--- config.mk ---
export PLATFORM = sky130hd
export DESIGN_NAME = smi_sci_event_router
export DESIGN_NICKNAME = d
export VERILOG_FILES = /design/src/shared/event_router_pkg.sv /design/src/design/smi_sci_event_router.sv
export SDC_FILE = /design/constraint.sdc
export NUM_CORES = 1
export LEC_CHECK = 0
export BUFFER_PORTS_ARGS = -buffer_cell sky130_fd_sc_hd__buf_2
export CORE_MARGIN = 8
export CORE_UTILIZATION = 29
export CTS_CLUSTER_DIAMETER = 50
export DETAILED_ROUTE_END_ITERATION = 10
export PLACE_DENSITY = 0.47
export SYNTH_ARGS = -nofsm -noshare
export SYNTH_HDL_FRONTEND = slang
export SYNTH_SLANG_ARGS = --single-unit
--- constraint.sdc ---
create_clock -name sys_clk -period 12 [get_ports sys_clk]
set_input_delay 1.8 -clock sys_clk [delete_from_list [all_inputs] [get_ports sys_clk]]
set_output_delay 1.8 -clock sys_clk [all_outputs]
set_load 0.02 [all_outputs]
--- src/shared/event_router_pkg.sv ---
// Package: register map, field positions and timing for the SMI/SCI event router
//
// Notes on behaviour
// - Each event source has its own status bit; override, watchdog and intrusion ignore their enable bits.
// - SCI routed events need sci_select 1, except release; SMI needs it 0.
// - No SMI at all unless smi_master_enable is 1.
// - Enabled SMI event while end_of_smi set clears it and sends one SMI message.
// - No further SMI until software writes 1 to end_of_smi; then resend if pending.
// - SCI is a level, held while any enabled SCI status remains set.
// - SCI routes to lines 9 to 11, or 20 to 23 only in advanced mode; code checks mode only on route writes and keeps 20 to 23 after it clears.
// - Button override forces soft-off at once and sets status; SCI only, no enable.
// - Override SCI only after wake, if status not cleared before sci_select set.
// - Writing firmware_release_bit sets global status, which raises SCI regardless of select.
// - PME message sets pcie_pme_status; with enable raises SCI via gp_event1; never SMI.
// - Hot-plug messages set gp_event1 status; SCI or SMI via hot-plug enable, never wake.
// - PM timer overflow every 2.34 s sets status; raises SCI or SMI when enabled.
// - Any write to port B2h sets apm status; SMI when apm_command_enable is 1.
// - Chassis intrusion sets detect status; SMI when intrusion_select equals binary 10.
// - Write enable rising with lock, or flash write while enabled, sets status; SMI when flash enable is 1.
// - Watchdog data-in write, watchdog timeout or processor message raise SMI, no enable.
// - Pin lockdown bit falling sets unlock status; SMI when unlock enable is 1.
// - Writing sleep_go with sleep enable and SMI master set sets sleep status and SMI instead of sleeping.
// - SMBus host notify sets smbus and notify status; SMI when notify enable set.
// - Idle-state flows exchange messages and drive pm_sync_sideband; no voltage or clock.
package event_router_pkg;

  // ---------------------------------------------------------------
  // Register offsets
  // ---------------------------------------------------------------
  localparam logic [7:0] OFF_CONTROL = 8'h00;
  localparam logic [7:0] OFF_ENABLE = 8'h04;
  localparam logic [7:0] OFF_STATUS = 8'h08;
  localparam logic [7:0] OFF_COMMAND = 8'h0C;
  localparam logic [7:0] OFF_ROUTE = 8'h10;

  // ---------------------------------------------------------------
  // Event bit positions, shared by enable and status registers
  // ---------------------------------------------------------------
  localparam int EV_PME = 0;
  localparam int EV_HOTPLUG = 1;
  localparam int EV_TIMER = 2;
  localparam int EV_APM = 3;
  localparam int EV_INTRUSION = 4;
  localparam int EV_FLASH = 5;
  localparam int EV_WATCHDOG = 6;
  localparam int EV_UNLOCK = 7;
  localparam int EV_SLEEP = 8;
  localparam int EV_SMBUS = 9;
  localparam int EV_NOTIFY = 10;
  localparam int EV_OVERRIDE = 11;
  localparam int EV_RELEASE = 12;
  localparam int EV_OS_RELEASE = 13;
  localparam int EV_GPE1 = 14;
  localparam int NUM_EVENTS = 15;

  // Events able to reach SCI / SMI
  localparam logic [14:0] SCI_CAPABLE = 15'h4807;
  localparam logic [14:0] SMI_CAPABLE = 15'h27FE;

  // ---------------------------------------------------------------
  // Control register fields
  // ---------------------------------------------------------------
  localparam int CTL_SCI_SELECT = 0;
  localparam int CTL_SMI_MASTER = 1;
  localparam int CTL_END_OF_SMI = 2;
  localparam int CTL_FLASH_WE = 3;
  localparam int CTL_FLASH_LOCK = 4;
  localparam int CTL_PIN_LOCK = 5;
  localparam int CTL_APIC_MODE = 6;
  localparam int CTL_INTR_SEL_LO = 7;
  localparam logic [1:0] INTRUSION_TO_SMI = 2'h2;

  // Command register write-one strobes
  localparam int CMD_FW_RELEASE = 0;
  localparam int CMD_OS_RELEASE = 1;
  localparam int CMD_SLEEP_GO = 2;
  localparam int CMD_WATCHDOG_DATA = 3;
  localparam int CMD_APM_PORT = 4;

  // SCI route line numbers
  localparam logic [4:0] ROUTE_RESET = 5'h09;
  localparam logic [4:0] ROUTE_LOW_MIN = 5'h09;
  localparam logic [4:0] ROUTE_LOW_MAX = 5'h0B;
  localparam logic [4:0] ROUTE_HIGH_MIN = 5'h14;
  localparam logic [4:0] ROUTE_HIGH_MAX = 5'h17;

  // ---------------------------------------------------------------
  // Timing
  // ---------------------------------------------------------------
  localparam real CLK_PERIOD_NS = 5.0;
  localparam real TIMER_PERIOD_S = 2.34;
  localparam longint TIMER_CYCLES = longint'(TIMER_PERIOD_S * 1.0e9 / CLK_PERIOD_NS);

  // ---------------------------------------------------------------
  // Types
  // ---------------------------------------------------------------
  typedef struct packed {
    logic [7:0] addr;
    logic [31:0] wdata;
    logic write;
    logic read;
  } reg_req_type;

  typedef struct packed {
    logic pme_message;
    logic hotplug_message;
    logic flash_write_attempt;
    logic watchdog_timeout;
    logic watchdog_smi_message;
    logic smbus_notify;
    logic button_override;
    logic wake_to_working;
    logic idle_message;
  } event_in_type;

endpackage : event_router_pkg

--- src/design/smi_sci_event_router.sv ---
// Module: SMI/SCI power-management event router
`timescale 1ns/1ps
module smi_sci_event_router #(
  parameter longint TIMER_LIMIT = event_router_pkg::TIMER_CYCLES
) (
  input wire logic sys_clk,
  input wire logic rst,
  input wire event_router_pkg::reg_req_type reg_req,
  output logic [31:0] reg_rdata,
  input wire event_router_pkg::event_in_type events_raw,
  input wire logic chassis_intrusion_n,
  output logic sci_level,
  output logic [4:0] sci_line,
  output logic virtual_wire_message,
  output logic soft_off_request,
  output logic sleep_go,
  output logic pm_sync_sideband,
  output logic idle_message_ack
);
  import event_router_pkg::*;

  typedef struct packed {
    logic [NUM_EVENTS-1:0] status;
    logic [NUM_EVENTS-1:0] enable;
    logic [8:0] control;
    logic [4:0] route;
    logic [31:0] timer;
    event_in_type sync1;
    event_in_type sync2;
    event_in_type last;
    logic intr1;
    logic intr2;
    logic intr_last;
    logic smi_msg;
    logic override_armed;
    logic soft_off;
    logic sleep_pulse;
    logic sync_pin;
    logic idle_ack;
    logic sci;
    logic [31:0] rdata;
  } state_type;

  state_type state;
  state_type next_state;

  function automatic logic route_legal(input logic [4:0] line, input logic apic);
    route_legal = (line >= ROUTE_LOW_MIN && line <= ROUTE_LOW_MAX) ||
                  (apic && line >= ROUTE_HIGH_MIN && line <= ROUTE_HIGH_MAX);
  endfunction : route_legal

  function automatic logic hit(input logic [7:0] off);
    hit = reg_req.addr == off;
  endfunction : hit

  logic [NUM_EVENTS-1:0] set_ev;
  logic [NUM_EVENTS-1:0] pending;
  logic [31:0] wd;
  logic wr;
  logic smi_any;
  logic sci_any;
  logic rise_event;
  event_in_type edge_in;

  always_comb begin
    next_state = state;
    set_ev = '0;
    wd = reg_req.wdata;
    wr = reg_req.write;
    // Synchronise pins, then edge-detect on second stage
    next_state.sync1 = events_raw;
    next_state.sync2 = state.sync1;
    next_state.last = state.sync2;
    edge_in = state.sync2 & ~state.last;
    next_state.intr1 = ~chassis_intrusion_n;
    next_state.intr2 = state.intr1;
    next_state.intr_last = state.intr2;
    next_state.sleep_pulse = 1'b0;
    next_state.idle_ack = 1'b0;
    next_state.smi_msg = 1'b0;

    // -------------------------------------------------------------
    // Event capture
    // -------------------------------------------------------------
    if (edge_in.pme_message) begin
      set_ev[EV_PME] = 1'b1;
    end
    if (edge_in.hotplug_message) begin
      set_ev[EV_HOTPLUG] = 1'b1;
    end
    next_state.timer = state.timer + 32'h1;
    if (64'(state.timer) >= 64'(TIMER_LIMIT - 1)) begin
      next_state.timer = '0;
      set_ev[EV_TIMER] = 1'b1;
    end
    if (state.intr2 && !state.intr_last) begin
      set_ev[EV_INTRUSION] = 1'b1;
    end
    if (edge_in.flash_write_attempt && state.control[CTL_FLASH_WE]) begin
      set_ev[EV_FLASH] = 1'b1;
    end
    if (edge_in.watchdog_timeout || edge_in.watchdog_smi_message) begin
      set_ev[EV_WATCHDOG] = 1'b1;
    end
    if (edge_in.smbus_notify) begin
      set_ev[EV_SMBUS] = 1'b1;
      set_ev[EV_NOTIFY] = 1'b1;
    end
    if (edge_in.button_override) begin
      set_ev[EV_OVERRIDE] = 1'b1;
      next_state.soft_off = 1'b1;
      next_state.override_armed = 1'b0;
    end
    // Override SCI armed only once the system is back in working state
    if (edge_in.wake_to_working) begin
      next_state.soft_off = 1'b0;
      next_state.override_armed = 1'b1;
    end
    // Idle-state message answered and mirrored on the sideband pin
    if (edge_in.idle_message) begin
      next_state.idle_ack = 1'b1;
    end
    next_state.sync_pin = state.sync2.idle_message;

    // -------------------------------------------------------------
    // Register writes
    // -------------------------------------------------------------
    if (wr && hit(OFF_CONTROL)) begin
      next_state.control[CTL_SCI_SELECT] = wd[CTL_SCI_SELECT];
      next_state.control[CTL_SMI_MASTER] = wd[CTL_SMI_MASTER];
      next_state.control[CTL_APIC_MODE] = wd[CTL_APIC_MODE];
      next_state.control[CTL_INTR_SEL_LO +: 2] = wd[CTL_INTR_SEL_LO +: 2];
      next_state.control[CTL_FLASH_WE] = wd[CTL_FLASH_WE];
      next_state.control[CTL_PIN_LOCK] = wd[CTL_PIN_LOCK];
      // Lock bit is write-once until reset
      if (wd[CTL_FLASH_LOCK]) begin
        next_state.control[CTL_FLASH_LOCK] = 1'b1;
      end
      // Writing 1 re-arms SMI delivery; writing 0 has no effect
      if (wd[CTL_END_OF_SMI]) begin
        next_state.control[CTL_END_OF_SMI] = 1'b1;
      end
      if (wd[CTL_FLASH_WE] && !state.control[CTL_FLASH_WE] &&
          state.control[CTL_FLASH_LOCK]) begin
        set_ev[EV_FLASH] = 1'b1;
      end
      if (!wd[CTL_PIN_LOCK] && state.control[CTL_PIN_LOCK]) begin
        set_ev[EV_UNLOCK] = 1'b1;
      end
      // Override disarmed if its status is already clear when SCI gets selected
      if (wd[CTL_SCI_SELECT] && !state.control[CTL_SCI_SELECT] &&
          !state.status[EV_OVERRIDE]) begin
        next_state.override_armed = 1'b0;
      end
    end
    if (wr && hit(OFF_ENABLE)) begin
      next_state.enable = wd[NUM_EVENTS-1:0];
    end
    if (wr && hit(OFF_ROUTE) && route_legal(wd[4:0], state.control[CTL_APIC_MODE])) begin
      next_state.route = wd[4:0];
    end
    if (wr && hit(OFF_COMMAND)) begin
      if (wd[CMD_FW_RELEASE]) begin
        set_ev[EV_RELEASE] = 1'b1;
      end
      if (wd[CMD_OS_RELEASE]) begin
        set_ev[EV_OS_RELEASE] = 1'b1;
      end
      if (wd[CMD_WATCHDOG_DATA]) begin
        set_ev[EV_WATCHDOG] = 1'b1;
      end
      if (wd[CMD_APM_PORT]) begin
        set_ev[EV_APM] = 1'b1;
      end
      if (wd[CMD_SLEEP_GO]) begin
        // Trapped into SMI instead of sleeping when enabled
        if (state.enable[EV_SLEEP] && state.control[CTL_SMI_MASTER]) begin
          set_ev[EV_SLEEP] = 1'b1;
        end else begin
          next_state.sleep_pulse = 1'b1;
        end
      end
    end
    // PME and hot-plug also reported through the general-purpose group
    if (set_ev[EV_PME] || set_ev[EV_HOTPLUG]) begin
      set_ev[EV_GPE1] = 1'b1;
    end

    // Write-one-to-clear, with a new event winning over the clear
    next_state.status = state.status;
    if (wr && hit(OFF_STATUS)) begin
      next_state.status = state.status & ~wd[NUM_EVENTS-1:0];
    end
    next_state.status = next_state.status | set_ev;

    // -------------------------------------------------------------
    // Delivery
    // -------------------------------------------------------------
    pending = state.status & state.enable;
    pending[EV_OVERRIDE] = state.status[EV_OVERRIDE] & state.override_armed;
    pending[EV_WATCHDOG] = state.status[EV_WATCHDOG];
    pending[EV_SMBUS] = 1'b0;
    pending[EV_GPE1] = state.status[EV_GPE1] & state.enable[EV_PME] & state.status[EV_PME];
    pending[EV_INTRUSION] = state.status[EV_INTRUSION] &
                            (state.control[CTL_INTR_SEL_LO +: 2] == INTRUSION_TO_SMI);
    sci_any = state.control[CTL_SCI_SELECT] && |(pending & SCI_CAPABLE);
    rise_event = state.status[EV_RELEASE];
    smi_any = !state.control[CTL_SCI_SELECT] && state.control[CTL_SMI_MASTER] &&
              |(pending & SMI_CAPABLE);
    if (smi_any && state.control[CTL_END_OF_SMI]) begin
      next_state.control[CTL_END_OF_SMI] = 1'b0;
      next_state.smi_msg = 1'b1;
    end

    // -------------------------------------------------------------
    // Register read, data one cycle later
    // -------------------------------------------------------------
    next_state.rdata = '0;
    if (reg_req.read) begin
      case (reg_req.addr)
        OFF_CONTROL: next_state.rdata = {23'h0, state.control};
        OFF_ENABLE: next_state.rdata = {17'h0, state.enable};
        OFF_STATUS: next_state.rdata = {17'h0, state.status};
        OFF_ROUTE: next_state.rdata = {27'h0, state.route};
        default: next_state.rdata = '0;
      endcase
    end
    next_state.sci = sci_any || rise_event;
  end

  always_ff @(posedge sys_clk or posedge rst) begin
    if (rst) begin
      state <= '0;
      state.control[CTL_END_OF_SMI] <= 1'b1;
      state.route <= ROUTE_RESET;
    end else begin
      state <= next_state;
    end
  end

  assign reg_rdata = state.rdata;
  assign sci_level = state.sci;
  assign sci_line = state.route;
  assign virtual_wire_message = state.smi_msg;
  assign soft_off_request = state.soft_off;
  assign sleep_go = state.sleep_pulse;
  assign pm_sync_sideband = state.sync_pin;
  assign idle_message_ack = state.idle_ack;

endmodule : smi_sci_event_router

==> results.md, run 1 <==
* Die width at 154.2 um
* Yosys cell types at 57
* Die ar. at 23770 um^2
* Worst slew pin tran at ~1.1 ns
* # rows at 50
* I/O Buffers at between 60 and 70
* Number of buffers added for setup after CTS at 0
* N_diodes at 0
* HPWL after DPL at 8611 um
* CTS Root Cell: clkbuf_16
* Required @ worst endpoint at 12.29 ns
* CTS clock-pin slew for the worst setup and hold paths at approximately 0.050 ns
* CTS Hold Bufs at 0
* Max Root-Sink Buffers at 2
* Nets@finish at approximately 580
* Layout cell share with drive strength beyond 1 at between 20 and 25%
* Gr usage total at a little under an eighth
* Unrepaired setup endpoints after global routing: false
* Ys flop type: dfrtp_1
* Initial antenna violation count at 0
* Htree depth at 4
* Setup WS pre-CTS at 7.837 ns
* Hold crit path type: flop to flop
* Clk_lat worst skew at slightly above 0.4 ns
* Core Box Area at approximately 19000 um^2
* Max-cap violations at 0
* Lkg Pwr at just under 3 nW
* Number of synthesis warnings at 0
* Drt wl/cell at approximately 16 um
* #FFs+latches synth at between 100 and 150
* P per Cell Area at 156.0 nW/um^2
* Via density at 4.862
* Post-CTS resize count at 0
* GRT overflow at 0
* Fillers at approximately 1900
* Final WS setup at approximately 8.4 ns
* Largest net degree at the start of global routing at just over 70
* Max VDD drop at ~87 uV
* Clock skew at between 0.006 and 0.007 ns
* Multi-input logic area at between 2000 and 2500 um^2
* Final Max Tran Viols at 0
* Drt total wl at ~13000 um
* Num ports at between 90 and 100
* Status: completed
* Relative slew margins at approximately a quarter
* Setup crit start kind: primary input
* Synth-to-layout area growth at 16.99%
* Reg2reg setup slack at about 9.5 ns
* 1st-pass router iterations at 4
* Seq/Total Area, Yosys at between 50 and 60%
* Min Tclk post-route at roughly 3.6 ns
* Non-filler cells, final at between 700 and 800
* Routed vias at between 3000 and 4000
* Hold_ws at about 0.35 ns
* Post-route ant nets at 0
* Initial core utilization at 29.61%
* Die height at roughly 150 um
* Final worst-path cycle share at 30.42%
* Setup_tns at 0 ns
* Number of enable flip-flop cells after synthesis at 0
* CP Data Arrival Time at 3.94 ns
* TritonCTS buffer count at 17
* DR DRC count at 0
* First-pass GRT wire length at 21310 um
* Fmax achieved at around 270 MHz
* Avg Synthesized Cell Area at about 12 um^2
* Number of global-route vias before repair at 3894
* Inst Count DP at between 700 and 800
* Critical path capture point type: flop
* Crit path kind: primary input to flop
* Final Hold Viols at 0
* Async S/R FF share, synth at 100.0%
* Clk sinks at about 130
* DRT iter0 DRCs at approximately 200
* Mapped cell area at approximately 5500 um^2
* Endpoints failing setup at 0
* Worst-path fanout max at 15
* Gpl congestion at slightly below 0.8
* TritonCTS clock tree: yes
* Cells after Synth at 480
* Area taken by flip-flops and latches at about 3200 um^2
routing by layer:
| metal | wire [um] | global-route usage (%) | up-vias |
|---|---|---|---|
| met5 | 0 | 0 | - |
| met4 | 242 | 4.993 | 0 |
| met3 | 565 | 3.149 | 16 |
| met2 | 6414 | 19.02 | 73 |
| met1 | 5516 | 13.31 | 1907 |
| li1 | - | - | 1767 |
synth_stat cells (3+ instances only):
library cell	number	area share, %
mux2_2	27	5.5
a22oi_1	20	2.7
a21o_1	7	0.95
nor2_1	31	2.1
clkbuf_1	12	0.81
nor3_1	6	0.54
o21ai_0	8	0.72
o31ai_1	4	0.54
a2bb2oi_1	4	0.63
dfrtp_1	124	56
inv_1	10	0.68
xor2_1	7	1.1
o2bb2a_1	3	0.54
nand2_1	32	2.2
a21oi_1	20	1.8
nand3_1	19	1.7
mux2i_1	9	1.6
o21a_1	5	0.68
buf_4	37	5.0
a211oi_1	3	0.41
nor2b_1	9	1.0
nand4_1	7	0.79
buf_2	7	0.63
xnor2_1	5	0.79
nor4_1	3	0.34
a22o_1	6	0.95
or3_1	10	1.1
or4_1	5	0.68
and4_1	4	0.63
dfstp_2	3	1.4
path summary, 6_finish.rpt:
path | startpoint | end | depth (start not counted)
hold / removal | next_state[56] | next_state[47] | 0
hold reg to reg | next_state[56] | next_state[47] | 0
min in group asynchronous | rst | next_state[51] | 2
max in group asynchronous | rst | sci_line[4] | 3
setup reg to reg | state[98] | state[94] | 4
setup / recovery | reg_req[36] | state[115] | 4
worst max-delay path: stages:
cell     delay [ns]
buf_2          0.34
nor2b_1        0.65
nand2_1        0.67
mux2_2         0.48
cells in the final DEF (no fill, tap or decap), types with 4 or more instances in the layout:
cell type,netlist,layout
a21o_1,7,7
a21oi_1,20,20
a22o_1,6,6
a22oi_1,20,20
a2bb2oi_1,4,4
and4_1,4,4
buf_2,7,62
buf_4,37,4
clkbuf_16,0,17
clkbuf_8,0,4
conb_1,1,20
dfrtp_1,124,124
inv_1,10,9
mux2_2,27,27
mux2i_1,9,9
nand2_1,32,32
nand3_1,19,19
nand4_1,7,7
nor2_1,31,31
nor2b_1,9,9
nor3_1,6,6
o21a_1,5,5
o21ai_0,8,8
o31ai_1,4,4
or3_1,10,10
or4_1,5,5
xnor2_1,5,5
xor2_1,7,7
through the flow:
step | instance area (um^2) | utilization (%) | power (mW)
2_1_floorplan | 5609 | - | 0.4915
3_3_place_gp | 5883 | 31.45 | 0.5071
3_5_place_dp | 5883 | 31.45 | 0.5081
4_1_cts | 6479 | 34.64 | 1.027
5_1_grt | 6479 | 34.64 | 1.051
6_report | 6479 | 34.64 | 1.010
cell type report:
| class | instances | share of cell area, % |
|---|---|---|
| clock buffers | 23 | 7.532 |
| clock inverters | 9 | 1.661 |
| inverters | 10 | 0.6180 |
| multi-input cells | 305 | 31.31 |
| flip-flops and latches | 127 | 49.11 |
| well taps | 234 | 4.519 |
| repair buffers | 66 | 5.253 |
state kept, by name, indices dropped and copies added (netlist names):
register / count
rise_event: 1
sci_line: 5
pending: 1
reg_rdata: 15
sleep_go: 1
virtual_wire_message: 1
sci_level: 1
soft_off_request: 1
pm_sync_sideband: 1
next_state: 20
idle_message_ack: 1
state: 79
kinds of logic (layout without fill, tap and decap cells):
logic type | Yosys count | in the layout | synth area share [%]
AOI/OAI and AO/OA | 97 | 97 | 12.59
xor gates and xnor gates | 12 | 12 | 1.898
adders and majority gates | 1 | 1 | 0.2259
buffers and inverters | 67 | 108 | 7.207
DFF | 127 | 127 | 57.46
muxes | 36 | 36 | 7.117
other | 1 | 20 | 0.06772
and+or+nand+nor | 139 | 139 | 13.44
power by group:
part	total (mW)	internal, mW	switching [mW]
clock	0.511	0.327	0.184
sequential	0.449	0.442	0.00768
combinational	0.0505	0.0170	0.0335
(Power assumes the default switching activity.)
==> inputs of run 2 (changes only) <==
PLACE_DENSITY = 0.49   (was 0.47)
clock period = 3.05 ns   (was 12 ns; I/O delays follow)
==> run 2 against run 1 <==
  * Critical path depth increased by 1
  * Die area is the same
  * Largest cell class unchanged
  * Core utilization grew 0.55 points
  * Final cell count grew 0.90%
  * Global-route usage down 0.26 points
  * Clock-buffer cell count decreased by 2
  * Total power rose to 4.1 times the previous value
  * Sequential share of layout area decreased by 0.77 points
==> results.md, run 2 (synthesis results as in run 1) <==
* Status: completed
* Die width at around 150 um
* Worst slew pin tran at between 1 and 1.5 ns
* Non-filler cells, final at 781
* Crit path max-delay cell type: or4_1
* Layout cell share with drive strength beyond 1 at 25.96%
* Final Instance Area at between 6000 and 7000 um^2
* CP Data Arrival Time at between 2 and 3 ns
* Nets@finish at slightly below 600
* Gr usage total at 11.06%
* Hold depth at 1
* Relative slew margins at about 31%
* Setup WS pre-CTS at slightly below 0.7 ns
* Final Max Tran Viols at 0
* Initial antenna violation count at 0
* CTS Root Cell: clkbuf_16
* Hold_ws at about 0.15 ns
* Lkg Pwr at between 2 and 3 nW
* Largest register FFs at 79
* Clk sinks at ~130
* Die ar. at 23770 um^2
* Fmax achieved at about 430 MHz
* Clock skew at between 0.007 and 0.008 ns
* CP delay by family, top: simple AND/OR/NAND/NOR gates
* Max Root-Sink Buffers at 2
* Gpl congestion at a little under 0.8
* Number of buffers added for setup after CTS at 0
* Routed vias at around 3800
* Num ports at 97
* Final WS setup at approximately 0.71 ns
* Drt wl/cell at about 16 um
* Unrepaired setup endpoints after global routing: false
* DRT iter0 DRCs at 234
* Post-route ant nets at 0
* CTS Hold Bufs at 0
* Required @ worst endpoint at 3.37 ns
* Worst path max stage delay at approximately 0.74 ns
* CTS clock-pin slew for the worst setup and hold paths at around 0.05 ns
* TritonCTS buffer count at 17
* Worst-path fanout max at 11
* FF-to-FF path depth at 5
* Initial core utilization at 29.61%
* P per Cell Area at just over 600 nW/um^2
* Synth-to-layout area growth at 18.84%
* Endpoints failing setup at 0
* I/O Buffers at just over 60
* CP dominant cell by count: or4_1
* HPWL after DPL at 8901 um
* Reg2reg setup slack at 0.71 ns
* Largest net degree at the start of global routing at 50
* Max-cap violations at 0
* Post-CTS resize count at 0
* Hold path startpoint: events_raw[3]
* Die height at approximately 150 um
* Htree depth at 4
* First-pass GRT wire length at between 20000 and 25000 um
* N_diodes at 0
* Reg2reg start: state[69]
* Worst-path cell chain: ha_1 -> nand4_4 -> or4_1 -> or4_1 -> a22oi_1
* Core Box Area at roughly 19000 um^2
* Finished Core Util at 35.18%
* DR DRC count at 0
* Cell Area, Placed at between 5000 and 6000 um^2
* Worst Hold End: next_state[54]
* Drt total wl at around 13000 um
* Via density at approximately 4.8
* R2R Path End: state[93]
* Most common cell after layout, fill and taps aside: dfrtp_1
* 1st-pass router iterations at 4
* Final Hold Viols at 0
* Clk_lat worst skew at slightly above 0.4 ns
* Final worst-path cycle share at between 70 and 80%
* Max VDD drop at 391.3 uV
* Crit path kind: flop to flop
* Most frequent cells in the layout: 124 x dfrtp_1, 62 x buf_2, 32 x nand2_1
* Register with the most flip-flops: state
* Overall Power at between 4 and 5 mW
* GRT overflow at 0
* Setup crit start kind: flop
* Hold crit path type: primary input to flop
* Critical path capture point type: flop
* Critical path buffers and inverters at 0
* Inst Count DP at approximately 750
* # rows at 50
* Number of global-route vias before repair at just under 4000
* Setup_tns at 0 ns
* TritonCTS clock tree: yes
* Min Tclk post-route at ~2.3 ns
## run 2: layer usage
layer / vias up / track usage (%) / wire (um)
li1: 1793 / - / -
met1: 1876 / 12.81 / 5394
met2: 77 / 18.91 / 6417
met3: 13 / 3.650 / 571
met4: 0 / 3.686 / 166
met5: - / 0 / 0
## run 2: worst max path at each step
stage	start	slack, ns	depth (start not counted)	endpoint
after floorplan	rst	1.03	1	idle_message_ack
after global placement	reg_req[38]	0.71	5	state[111]
after detailed placement	reg_req[38]	0.68	5	state[111]
after CTS	state[69]	0.70	5	state[93]
after global routing	state[71]	0.60	4	state[92]
final	state[69]	0.71	5	state[93]
## run 2: power breakdown
group	switching, mW	leakage [nW]	total, mW	internal [mW]
combinational	0.133	1.02	0.205	0.0719
sequential	0.0303	1.63	1.77	1.74
clock	0.706	0.313	2.13	1.43
total	0.870	2.96	4.10	3.23
## run 2: final cells by class
type / count / area [um^2]
Timing Repair Buffer: 73 / 405.4
Sequential cell: 127 / 3182
Clock buffer: 21 / 470.5
Clock inverter: 11 / 161.4
Inverter: 10 / 41.29
Tap cell: 234 / 292.8
Multi-Input combinational cell: 305 / 2028
Fill cell: 1838 / 12120
